==> src/pkg/fidl_pkg.sv <==
package fidl_pkg;

  localparam int unsigned NUM_FANS = 5;

  // Register offsets
  localparam logic [7:0] FAN1_SPEED_COUNT_LOW_ADDR  = 8'h3F;
  localparam logic [7:0] FAN2_SPEED_COUNT_LOW_ADDR  = 8'h4F;
  localparam logic [7:0] FAN3_SPEED_COUNT_LOW_ADDR  = 8'h5F;
  localparam logic [7:0] FAN4_SPEED_COUNT_LOW_ADDR  = 8'h6F;
  localparam logic [7:0] FAN5_SPEED_COUNT_LOW_ADDR  = 8'h7F;
  localparam logic [3:0] SPEED_COUNT_LOW_NIBBLE     = 4'hF;
  localparam logic [3:0] FAN_FIRST_HIGH_NIBBLE      = 4'h3;
  localparam logic [7:0] WRITE_PROTECT_CONTROL_ADDR = 8'hEF;
  localparam logic [7:0] STRAP_FEATURES_ADDR        = 8'hFC;
  localparam logic [7:0] PART_IDENTIFICATION_ADDR   = 8'hFD;
  localparam logic [7:0] MAKER_IDENTIFICATION_ADDR  = 8'hFE;
  localparam logic [7:0] SILICON_VERSION_ADDR       = 8'hFF;

  // Field positions
  localparam int unsigned SPEED_LOW_LSB     = 3;
  localparam int unsigned LOCK_BIT          = 0;
  localparam int unsigned FEAT_ADDR_LSB     = 3;
  localparam int unsigned FEAT_DRIVE_LSB    = 0;
  localparam int unsigned PART_FAMILY_LSB   = 2;

  // Reset values
  localparam logic [7:0] SPEED_COUNT_LOW_RESET = 8'h00;
  localparam logic       LOCK_RESET            = 1'h0;
  localparam logic [7:0] READ_DATA_RESET       = 8'h00;

  // Identity codes, values arbitrary
  localparam logic [5:0] PART_FAMILY_CODE  = 6'h2A;
  localparam logic [1:0] PART_VARIANT_CODE = 2'h2;
  localparam logic [7:0] MAKER_CODE        = 8'hA5;
  localparam logic [7:0] SILICON_VERSION_CODE = 8'h01;

  // Default drive level encodings
  localparam logic [2:0] DRIVE_100 = 3'h4;
  localparam logic [2:0] DRIVE_75  = 3'h3;
  localparam logic [2:0] DRIVE_50  = 3'h2;
  localparam logic [2:0] DRIVE_30  = 3'h1;
  localparam logic [2:0] DRIVE_0   = 3'h0;

endpackage

==> src/logic/fidl_regs.sv <==
`timescale 1ns/1ps
`default_nettype none
module fidl_regs
(
  input  wire logic        core_clk,
  input  wire logic        rst_n,
  input  wire logic [7:0]  reg_addr,
  input  wire logic        reg_wr,
  input  wire logic        reg_rd,
  input  wire logic [7:0]  reg_wdata,
  input  wire logic        prot_sel,
  input  wire logic [64:0] fan_speed_count,
  input  wire logic [2:0]  addr_strap,
  input  wire logic [2:0]  drive_strap,
  output logic      [7:0]  reg_rdata_ff,
  output logic             rd_valid_ff,
  output logic             prot_wr_ff,
  output logic             locked_ff
);

  ////////////////////////////////////////////////////////////////////////////
  // Decode

  function automatic logic [3:0] hi_nib(input logic [7:0] a);
    hi_nib = a[7:4];
  endfunction

  logic [7:0] speed_low [fidl_pkg::NUM_FANS];
  logic       lock_wr;
  logic       lock_set;
  logic       nxt_locked;
  logic       nxt_prot_wr;
  logic [7:0] feat_val;
  logic [7:0] part_val;
  logic [7:0] nxt_rdata;
  logic [3:0] fan_idx;
  logic       fan_hit;

  assign fan_idx = hi_nib(reg_addr) - fidl_pkg::FAN_FIRST_HIGH_NIBBLE;
  assign fan_hit = (reg_addr[3:0] == fidl_pkg::SPEED_COUNT_LOW_NIBBLE)
                && (hi_nib(reg_addr) >= fidl_pkg::FAN_FIRST_HIGH_NIBBLE)
                && (fan_idx < 4'(fidl_pkg::NUM_FANS));

  ////////////////////////////////////////////////////////////////////////////
  // Per-fan speed count low bytes

  genvar g;
  generate
    for (g = 0; g < fidl_pkg::NUM_FANS; g++)
    begin : g_fan
      fidl_speed_low u_low
      (
        .core_clk        (core_clk),
        .rst_n           (rst_n),
        .fan_speed_count (fan_speed_count[13*g +: 13]),
        .speed_low_ff    (speed_low[g])
      );
    end
  endgenerate

  ////////////////////////////////////////////////////////////////////////////
  // Write protect

  assign lock_wr    = reg_wr && (reg_addr == fidl_pkg::WRITE_PROTECT_CONTROL_ADDR);
  assign lock_set   = lock_wr && reg_wdata[fidl_pkg::LOCK_BIT];
  // Sticky: only reset clears
  assign nxt_locked = locked_ff | lock_set;
  // Protected write strobe gated by lock
  assign nxt_prot_wr = reg_wr && prot_sel && !locked_ff;

  always_ff @(posedge core_clk)
  begin
    if (!rst_n)
    begin
      locked_ff  <= fidl_pkg::LOCK_RESET;
      prot_wr_ff <= 1'h0;
    end
    else
    begin
      locked_ff  <= nxt_locked;
      prot_wr_ff <= nxt_prot_wr;
    end
  end

  ////////////////////////////////////////////////////////////////////////////
  // Read-only values; writes to them have no decode path

  assign feat_val = {2'h0, addr_strap, drive_strap};
  assign part_val = {fidl_pkg::PART_FAMILY_CODE, fidl_pkg::PART_VARIANT_CODE};

  always_comb
  begin
    nxt_rdata = 8'h00;
    if (fan_hit)
      nxt_rdata = speed_low[fan_idx[2:0]];
    else
      unique case (reg_addr)
        fidl_pkg::WRITE_PROTECT_CONTROL_ADDR: nxt_rdata = {7'h00, locked_ff};
        fidl_pkg::STRAP_FEATURES_ADDR:        nxt_rdata = feat_val;
        fidl_pkg::PART_IDENTIFICATION_ADDR:   nxt_rdata = part_val;
        fidl_pkg::MAKER_IDENTIFICATION_ADDR:  nxt_rdata = fidl_pkg::MAKER_CODE;
        fidl_pkg::SILICON_VERSION_ADDR:       nxt_rdata = fidl_pkg::SILICON_VERSION_CODE;
        default:                              nxt_rdata = 8'h00;
      endcase
  end

  always_ff @(posedge core_clk)
  begin
    if (!rst_n)
    begin
      reg_rdata_ff <= fidl_pkg::READ_DATA_RESET;
      rd_valid_ff  <= 1'h0;
    end
    else
    begin
      reg_rdata_ff <= reg_rd ? nxt_rdata : reg_rdata_ff;
      rd_valid_ff  <= reg_rd;
    end
  end
endmodule
`default_nettype wire

==> src/logic/fidl_speed_low.sv <==
`timescale 1ns/1ps
`default_nettype none
module fidl_speed_low
(
  input  wire logic        core_clk,
  input  wire logic        rst_n,
  input  wire logic [12:0] fan_speed_count,
  output var  logic [7:0]  speed_low_ff
);

  logic [7:0] nxt_speed_low;

  // Low five count bits, weights 16..1, low bits zero
  assign nxt_speed_low = {fan_speed_count[4:0], 3'h0};

  always_ff @(posedge core_clk)
  begin
    if (!rst_n)
      speed_low_ff <= fidl_pkg::SPEED_COUNT_LOW_RESET;
    else
      speed_low_ff <= nxt_speed_low;
  end

endmodule
`default_nettype wire

==> config.mk <==
export PLATFORM = sky130hd
export DESIGN_NAME = fidl_regs
export DESIGN_NICKNAME = d
export VERILOG_FILES = /design/src/pkg/fidl_pkg.sv /design/src/logic/fidl_regs.sv /design/src/logic/fidl_speed_low.sv
export SDC_FILE = /design/constraint.sdc
export NUM_CORES = 1
export LEC_CHECK = 0
export ABC_CLOCK_PERIOD_IN_PS = 2100
export BUFFER_PORTS_ARGS = -buffer_cell sky130_fd_sc_hd__buf_4
export CAP_MARGIN = 20
export CORE_MARGIN = 8
export CORE_UTILIZATION = 39
export CTS_CLUSTER_DIAMETER = 40
export DETAILED_ROUTE_END_ITERATION = 10
export PLACE_DENSITY = 0.75
export SYNTH_ARGS = -nofsm -noshare
export SYNTH_HDL_FRONTEND = slang
export SYNTH_HIERARCHICAL = 1
export SYNTH_SLANG_ARGS = --single-unit
==> constraint.sdc <==
create_clock -name core_clk -period 2.1 [get_ports core_clk]
set_clock_uncertainty 0.15 [all_clocks]
set_input_delay 0.315 -clock core_clk [delete_from_list [all_inputs] [get_ports core_clk]]
set_output_delay 0.315 -clock core_clk [all_outputs]
set_load 0.02 [all_outputs]
# Yosys cells after proc, flatten, opt, wreduce, memory -nomap -nowiden
# Index checks and enable logic that the tools add are counted.
dict set report classes {
  bitwise_logic 2
  magnitude_cmp 3
  eq_ne 6
  mux 5
  n_reduce_logical 7
  n_addsub 1
}
# cell n
set ops {}
lappend ops {{$eq A8 B8 Y1 const B} 5}
lappend ops {{$pmux W8 S5} 1}
lappend ops {{$bmux W8 S3} 1}
lappend ops {{$mux W8} 3}
lappend ops {{$logic_and A1 B1 Y1} 6}
lappend ops {{$eq A4 B4 Y1 const B} 1}
lappend ops {{$ge A4 B2 Y1 const B} 1}
lappend ops {{$ge A4 B4 Y1 const B} 1}
lappend ops {{$lt A4 B3 Y1 const B} 1}
lappend ops {{$not A3 Y4} 1}
lappend ops {{$sub A4 B2 Y4 const B} 1}
lappend ops {{$logic_not A1 Y1} 1}
lappend ops {{$or A1 B1 Y1} 1}
dict set report word_totals {
  register_bits 51
  out_inout_bits 11
}

# Longest topological paths before layout
# Gate-level depths: netlist (run 1).
dict set report logic_depth {
  depth_word 6
  mapped_depth 8
  mapped_depth_nobuf 5
}

# Modules after synthesis
# Netlist (run 1), hierarchy kept.
# module cells_each seq_area_each_um2 area_per_inst_um2 n_inst
set by_module_without_submodules {}
lappend by_module_without_submodules {fidl_regs 120 220.2 1002.2 1}
lappend by_module_without_submodules {fidl_speed_low 14 100.1 157.7 5}

# Worst setup path before layout (run 1)
# No wires, ideal clock.
dict set report synth_timing {
  path_type {in2reg}
  startpoint {input port reg_addr[4]}
  endpoint {register reg_rdata_ff[3]}
  path_stages 8
  setup_ns 0.135
  n_path_buf 3
  slack_ns -0.028
  t_arrival_ns 1.844
  path_cell_list {buf_2 buf_2 inv_1 ha_1 clkbuf_1 nor3_1 o311ai_0 a31oi_1}
}
dict set report synth_via {
  elab_chain_len 6
  elab_cells_between_ends 16
  classes_between {1 x add/sub; 2 x order compare; 5 x eq/ne; 5 x mux; 1 x bitwise; 2 x reduce/logical}
}
# element line
set synth_rtl {}
lappend synth_rtl {{start: declaration} fidl_regs.sv:7} ;# input wire logic [7:0] reg_addr,
lappend synth_rtl {{$sub A4 B2 Y4} fidl_regs.sv:39} ;# assign fan_idx = hi_nib(reg_addr) - fidl_pkg::FAN_FIRST_HIGH_NIBBLE;
lappend synth_rtl {{$not A3 Y4 (not written as such)} fidl_regs.sv:95} ;# nxt_rdata = speed_low[fan_idx[2:0]];
lappend synth_rtl {{$bmux W8 S3} fidl_regs.sv:95}
lappend synth_rtl {{$mux W8 (not written as such) (2 in a row)} fidl_regs.sv:95}
lappend synth_rtl {{$mux W8 *} fidl_regs.sv:94} ;# if (fan_hit)
lappend synth_rtl {{end signal: assignment} fidl_regs.sv:111} ;# reg_rdata_ff <= fidl_pkg::READ_DATA_RESET;
lappend synth_rtl {{end signal: assignment} fidl_regs.sv:116} ;# reg_rdata_ff <= reg_rd ? nxt_rdata : reg_rdata_ff;
lappend synth_rtl {{end: declaration} fidl_regs.sv:15} ;# output logic [7:0] reg_rdata_ff,
# Every way passes the cells marked *; elsewhere a longest branch is shown, timed or not. The select of a mux whose other input is x is not followed.
# A chain may end at the register's enable or synchronous reset.

# Worst setup path after layout (run 1)
# Ends and elaborated chain as after synthesis.

==> impl_metrics.py, run 1 <==
metrics = {
    "synthesis": {
        "netlist_top_cells_count": "sky130_fd_sc_hd__dfxtp_1, sky130_fd_sc_hd__and2_1, sky130_fd_sc_hd__mux2i_1, sky130_fd_sc_hd__buf_4, sky130_fd_sc_hd__nor3_1",
        "yosysSeqAreaShare": 0.403,
        "async_reset_ff_frac": 0,
        "synth_area_leaders": "sky130_fd_sc_hd__dfxtp_1, sky130_fd_sc_hd__mux2i_1, sky130_fd_sc_hd__and2_1",
        "syn_inst": 190,
        "syn_area_per_cell_um2": 9.42,
        "yosysTopAreaCell": "sky130_fd_sc_hd__dfxtp_1",
        "post_synth_num_cell_types": 34,
        "synth.cell_area_um2": 1790,
        "synth.yosys.warnings": 6,
        "dominantRegCellSynth": "sky130_fd_sc_hd__dfxtp_1",
        "synth_enable_flop_cells": 0,
        "synth_top_cell_area_share": 0.403,
        "postSynthRegisterBits": 36,
        "most_frequent_cell_after_synthesis": "sky130_fd_sc_hd__dfxtp_1",
    },
    "place": {
        "pre_cts_ws_ps": 81.4,
        "dpl-instance-area_um2": 2190,
        "hpwl_mm": 2.93,
        "place.port_buffers": 55,
        "place.gp.congestion": 0.740,
        "post-place-cells": 286,
    },
    "status": {
        "status": "finished clean",
    },
    "drt": {
        "drt_pass1_iterations": 3,
        "post_route_ant_nets": 0,
        "viasPerCell": 4.91,
        "avgRoutedWirePerCell_um": 12.9,
        "met3RoutedLength_um": 282,
        "count_of_vias_placed_by_the_detailed_router": 1443,
        "wl_met2_mm": 1.79,
        "wl_mm": 3.81,
        "routedLengthMet1_mm": 1.71,
        "dr.max_layer_used": "met4",
        "route.detailed.drc": 0,
        "drtIter0Drc": 86,
    },
    "cts": {
        "cts_repair_resize_count": 0,
        "cts_buffers": 5,
        "clock_tree.htree_level_count": 2,
        "cts_tree": "yes",
        "clk_pin_slew_ps": 70,
        "ctsLongestPathBuffers": 2,
        "cts_root_buffer": "sky130_fd_sc_hd__clkbuf_8",
        "post_cts_hold_buffer_count": 0,
        "postCtsSetupBuffers": 0,
        "clock_insertion_delay_worst_skew_ps": 280,
        "cts.sink_count": 36,
    },
    "setup_path": {
        "worst-r2r-cell-count": 4,
        "crit_path_end_kind": "flip-flop",
        "cp_common_cell": "sky130_fd_sc_hd__buf_4",
        "worst_setup_path_start_kind": "input pin",
        "cp_top_family": "compound AO/OA/AOI/OAI gates",
        "worst_r2r_setup_slack_ps": 740,
        "worstPathBufferInverterCount": 2,
        "critical_path_class": "in2reg",
        "path_cells": "buf_4 -> ha_1 -> xnor2_1 -> buf_4 -> and4_1 -> o311ai_0 -> a31oi_1",
        "critical_path_arrival_ps": 1710,
        "worst_r2r_endpoint": "reg_rdata_ff[3]$_SDFFE_PN0P_",
        "cp_data_required_time_ps": 2100,
        "worst_path_largest_cell_delay_ps": 430,
        "worst_path_max_delay_cell": "sky130_fd_sc_hd__o311ai_0",
        "crit-reg2reg-launch": "g_fan[2].u_low/speed_low_ff[3]$_SDFF_PN0_",
        "timing.critical_path.fanout_max": 13,
    },
    "pwr": {
        "power_density_nw_per_um2": 673,
        "power.ir.vdd_worst_mv": 0.398,
        "p_leak_nw": 1.03,
    },
    "sta": {
        "fin_tns_setup_ps": 0,
        "layout_setup_ws_ps": 388,
        "final_max_slew_viol_count": 0,
        "layout_min_cycle_time_ps": 1710,
        "finalHoldViolCount": 0,
        "grt_setup_unrepaired": "false",
        "timing.final.crit_share": 0.815,
        "setup_viol": 0,
        "fmax_mhz": 584,
    },
    "min_path": {
        "holdPathStages": 2,
        "holdPathEnd": "g_fan[0].u_low/speed_low_ff[6]$_SDFF_PN0_",
        "timing.hold.worst.start": "fan_speed_count[3]",
        "worst_hold_path_type": "in2reg",
    },
    "global_routing": {
        "globalRouteTotalUtil": 0.106,
        "grt_antenna_before_repair": 0,
        "grt_max_degree": 37,
        "grt_pass1_wl_mm": 6.32,
        "grt.overflow.total": 0,
        "number_of_global_route_vias_before_repair": 1467,
    },
    "layout": {
        "layout-drive-gt1-share": 0.289,
        "register_area_um2": 721,
        "post_route_standard_cell_area_excluding_fillers_um2": 2290,
        "area_growth_syn_to_layout_pct": 28.1,
        "multi_input_area_um2": 935,
        "instances_no_fill": 294,
        "num_antenna_cells": 0,
        "design.final.nets": 335,
        "number_of_fillers_in_the_final_layout": 415,
    },
    "flow_run": {
        "max_cap_violations": 0,
    },
    "floorplanning": {
        "initial_core_utilization": 0.408,
        "die_area_um2": 7010,
        "io-pin-count": 103,
        "chipWidth_um": 83.8,
        "rows": 24,
        "die-height_um": 83.8,
        "core_footprint_um2": 4380,
    },
}
## cell usage in the layout (no fill, tap or decap), drive strengths merged, types with 2 or more instances in the layout
cell type	Yosys	layout
a31oi	6	6
and2	27	27
conb	5	15
a21oi	4	4
mux2i	17	17
or3	3	3
nor2	3	3
dfxtp	36	36
inv	2	2
clkbuf	6	6
o311ai	7	7
and4	8	8
xnor2	2	2
buf	21	61
and4b	2	2
nor3	9	9
nand2	2	2
nor3b	7	7
o21ai	8	8
nand4	2	2
ha	2	2
nor2b	3	3
## cell type report
| type | instances | area share |
|---|---|---|
| Tap cell | 52 | 0.0284 |
| Inverter | 2 | 0.00327 |
| Multi-Input combinational cell | 135 | 0.408 |
| Sequential cell | 36 | 0.314 |
| Clock buffer | 6 | 0.0316 |
| Clock inverter | 2 | 0.0153 |
| Timing Repair Buffer | 61 | 0.200 |
## logic make-up (layout without fill, tap and decap cells)
group                    after synthesis  count (layout)  synth area share
adder cells (fa/ha/maj)                2               2            0.0140
AND/OR/NAND/NOR                       70              70             0.263
AO/OA/AOI/OAI                         29              29             0.109
other                                  5              15            0.0105
flip-flops                            36              36             0.403
XOR/XNOR                               2               2           0.00979
buffers and inverters                 29              71            0.0964
multiplexers                          17              17            0.0950
## flip-flops by register name, indices dropped and copies added, names as in the netlist
| register | cells |
|---|---|
| locked_ff | 1 |
| reg_rdata_ff | 8 |
| prot_wr_ff | 1 |
| g_fan.u_low/speed_low_ff | 25 |
| rd_valid_ff | 1 |
## worst max path at each step
stage	start	to	slack [ps]	cells after the start
floorplan	reg_addr[4]	reg_rdata_ff[3]$_SDFFE_PN0P_	40	8
global placement	reg_addr[4]	reg_rdata_ff[3]$_SDFFE_PN0P_	80	7
detailed placement	reg_addr[4]	reg_rdata_ff[3]$_SDFFE_PN0P_	80	7
CTS	reg_addr[4]	reg_rdata_ff[3]$_SDFFE_PN0P_	370	7
global route	reg_addr[4]	reg_rdata_ff[3]$_SDFFE_PN0P_	270	7
finish	reg_addr[4]	reg_rdata_ff[3]$_SDFFE_PN0P_	390	7
## layer usage
| metal | GRT usage | vias to the layer above |
|---|---|---|
| li1 | - | 747 |
| met1 | 0.118 | 653 |
| met2 | 0.176 | 41 |
| met3 | 0.0449 | 2 |
| met4 | 0.0377 | 0 |
| met5 | 0 | - |
## power breakdown
part | leakage (nW) | internal [mW] | switching [mW] | total (mW)
sequential | 0.299 | 0.717 | 0.00956 | 0.726
clock | 0.0552 | 0.352 | 0.223 | 0.575
combinational | 0.680 | 0.130 | 0.113 | 0.243
## worst reg2reg max path: stages, from the launching register on
cell,delay (ps)
sky130_fd_sc_hd__dfxtp_1,300
sky130_fd_sc_hd__mux2i_1,180
sky130_fd_sc_hd__nor3_1,60
sky130_fd_sc_hd__o311ai_0,410
sky130_fd_sc_hd__a31oi_1,130
## stage by stage
stage           util  power (mW)  hold slack, ps
3_5_place_dp   0.499       0.984             331
5_1_grt        0.523        1.62            71.6
2_1_floorplan      -       0.892             287
4_1_cts        0.523        1.56            80.5
6_report       0.523        1.54            83.6
3_3_place_gp   0.499       0.980             330
Power figures use the tool's default switching activity.
==> inputs of run 2 (changes only) <==
--- a/config.mk
+++ b/config.mk
@@ -5,7 +5,7 @@
 export SDC_FILE = /design/constraint.sdc
 export NUM_CORES = 1
 export LEC_CHECK = 0
-export ABC_CLOCK_PERIOD_IN_PS = 2100
+export ABC_CLOCK_PERIOD_IN_PS = 1400
 export BUFFER_PORTS_ARGS = -buffer_cell sky130_fd_sc_hd__buf_4
 export CAP_MARGIN = 20
 export CORE_MARGIN = 8
==> constraint.sdc (replaced) <==
create_clock -name core_clk -period 1.4 [get_ports core_clk]
set_clock_uncertainty 0.15 [all_clocks]
set_input_delay 0.21 -clock core_clk [delete_from_list [all_inputs] [get_ports core_clk]]
set_output_delay 0.21 -clock core_clk [all_outputs]
set_load 0.02 [all_outputs]
==> run 2 against run 1 <==
Critical path type unchanged; worst setup slack got worse by 430 ps; cell area increased by 20%; largest power group unchanged; first-iteration DRC count decreased by 13%; the flow now finishes with violations (negative setup slack).
==> impl_metrics.py, run 2 (synthesis gave the netlist of run 1 again) <==
metrics = {
    "layout": {
        "multi_input_area_um2": 1030,
        "largest-register": "g_fan.u_low/speed_low_ff",
        "mostFrequentLayoutCell": "sky130_fd_sc_hd__buf_4",
        "design.final.nets": 372,
        "num_antenna_cells": 0,
        "register_area_um2": 721,
        "largest_register_ffs": 25,
        "layout-drive-gt1-share": 0.341,
        "largestRegisters": "g_fan.u_low/speed_low_ff (25), reg_rdata_ff (8)",
        "number_of_fillers_in_the_final_layout": 371,
        "layout.core_utilization": 0.625,
        "area_growth_syn_to_layout_pct": 53.1,
        "most_frequent_cells_in_the_layout": "sky130_fd_sc_hd__buf_4, sky130_fd_sc_hd__dfxtp_1, sky130_fd_sc_hd__and2_1, sky130_fd_sc_hd__dlygate4sd3_1",
    },
    "pwr": {
        "power_density_nw_per_um2": 853,
        "switching_share": 0.247,
        "p_seq_frac": 0.467,
        "total_power_mw": 2.34,
        "power.ir.vdd_worst_mv": 0.649,
        "total_switching_power_mw": 0.577,
        "clockPowerShare": 0.317,
        "combinationalPowerShare": 0.215,
        "cellInternalPower_mw": 1.76,
        "p_leak_nw": 1.21,
    },
    "setup_path": {
        "crit_path_end_kind": "flip-flop",
        "setup.worst_path.start": "reg_addr[5]",
        "worst_r2r_endpoint": "reg_rdata_ff[5]$_SDFFE_PN0P_",
        "worst_setup_path_start_kind": "input pin",
        "critical_path_class": "in2reg",
        "critical_path_arrival_ps": 1450,
        "worst-r2r-cell-count": 4,
        "timing.critical_path.fanout_max": 5,
        "cp_data_required_time_ps": 1420,
        "crit-reg2reg-launch": "g_fan[0].u_low/speed_low_ff[5]$_SDFF_PN0_",
        "setup.worst_path.end": "reg_rdata_ff[5]$_SDFFE_PN0P_",
        "worst_r2r_setup_slack_ps": 130,
    },
    "cts": {
        "ctsLongestPathBuffers": 2,
        "cts_buffers": 5,
        "cts_root_buffer": "sky130_fd_sc_hd__clkbuf_8",
        "cts.sink_count": 36,
        "clk_pin_slew_ps": 70,
        "cts_tree": "yes",
        "clock_tree.htree_level_count": 2,
        "clock_insertion_delay_worst_skew_ps": 280,
    },
    "floorplanning": {
        "die-height_um": 83.8,
        "io-pin-count": 103,
        "core_footprint_um2": 4380,
        "initial_core_utilization": 0.408,
        "chipWidth_um": 83.8,
        "rows": 24,
        "die_area_um2": 7010,
    },
    "sta": {
        "layout_min_cycle_time_ps": 1440,
        "timing.final.crit_share": 1.03,
        "fmax_mhz": 695,
        "final_max_slew_viol_count": 0,
        "layout_setup_ws_ps": -38.2,
        "finalHoldViolCount": 0,
        "setup_viol": 1,
    },
    "drt": {
        "viasPerCell": 4.83,
        "drt_pass1_iterations": 4,
        "drtIter0Drc": 75,
        "route.detailed.drc": 0,
        "count_of_vias_placed_by_the_detailed_router": 1600,
        "wl_mm": 4.46,
        "post_route_ant_nets": 0,
        "avgRoutedWirePerCell_um": 13.5,
    },
    "global_routing": {
        "grt_antenna_before_repair": 0,
        "globalRouteTotalUtil": 0.124,
        "grt_max_degree": 37,
        "number_of_global_route_vias_before_repair": 1633,
        "grt.overflow.total": 0,
        "grt_pass1_wl_mm": 7.31,
    },
    "place": {
        "place.port_buffers": 55,
        "place.gp.congestion": 0.800,
        "hpwl_mm": 3.15,
    },
    "min_path": {
        "worst_hold_path_type": "in2reg",
    },
    "status": {
        "status": "complete, but fails checks",
        "violations": "negative setup slack",
    },
    "flow_run": {
        "max_cap_violations": 0,
    },
}
==> run 2: worst min path at each step <==
stage                   startpoint                                         to  cells after the start
2_1_floorplan                rst_n  g_fan[0].u_low/speed_low_ff[3]$_SDFF_PN0_                      1
3_3_place_gp   fan_speed_count[42]  g_fan[3].u_low/speed_low_ff[6]$_SDFF_PN0_                      2
3_5_place_dp    fan_speed_count[3]  g_fan[0].u_low/speed_low_ff[6]$_SDFF_PN0_                      2
4_1_cts                   prot_sel                      prot_wr_ff$_SDFF_PN0_                      2
5_1_grt                   prot_sel                      prot_wr_ff$_SDFF_PN0_                      2
6_report                  prot_sel                      prot_wr_ff$_SDFF_PN0_                      2
==> run 2: cell type report <==
class / count / share of cell area
clock inverters: 2 / 0.00365
flip-flops and latches: 36 / 0.263
clock buffers: 6 / 0.0301
well taps: 52 / 0.0237
repair buffers: 98 / 0.300
multi-input cells: 135 / 0.376
inverters: 2 / 0.00365
==> run 2: per-layer routing <==
layer / wire length [um] / track usage / up-vias
li1: - / - / 827
met1: 1850 / 0.136 / 709
met4: 38 / 0.0330 / 0
met2: 2260 / 0.213 / 58
met5: 0 / 0 / -
met3: 308 / 0.0488 / 6
==> run 2: stage by stage <==
| step | hold slack (ps) | cell area [um^2] | TNS, ps | instances | setup slack [ps] |
|---|---|---|---|---|---|
| 2_1_floorplan | 182 | 1880 | -875 | 200 | -218 |
| 5_1_grt | 43.5 | 2740 | -71.2 | 331 | -70.7 |
| 4_1_cts | 29.4 | 2630 | 0 | 329 | 27.0 |
| 6_report | 38.3 | 2740 | -38.2 | 331 | -38.2 |
| 3_3_place_gp | 267 | 2290 | -1490 | 296 | -254 |
| 3_5_place_dp | 264 | 2290 | -1690 | 296 | -282 |
==> run 2: worst max-delay path: stages <==
cell and delay (ps):
sky130_fd_sc_hd__buf_4 120, sky130_fd_sc_hd__ha_4 180, sky130_fd_sc_hd__xnor2_4 140, sky130_fd_sc_hd__buf_2 150, sky130_fd_sc_hd__and4_1 220, sky130_fd_sc_hd__o311ai_2 300
sky130_fd_sc_hd__a31oi_1 130
==> run 2: repair_timing <==
action / in CTS / in global routing
endpoints found under the hold margin: 25 / 0
hold buffers: 25 / 0
setup endpoints to repair: 0 / 4
buffers inserted: 0 / 1
resized for setup: 0 / 18
==> run 2: power by group through the flow <==
stage                     Combinational (mW)  Clock [mW]  Sequential, mW
after floorplan                        0.233           0            1.13
after global placement                 0.397           0            1.11
after detailed placement               0.402           0            1.12
after CTS                              0.458       0.764            1.09
after global routing                   0.550       0.810            1.10
final                                  0.503       0.742            1.09
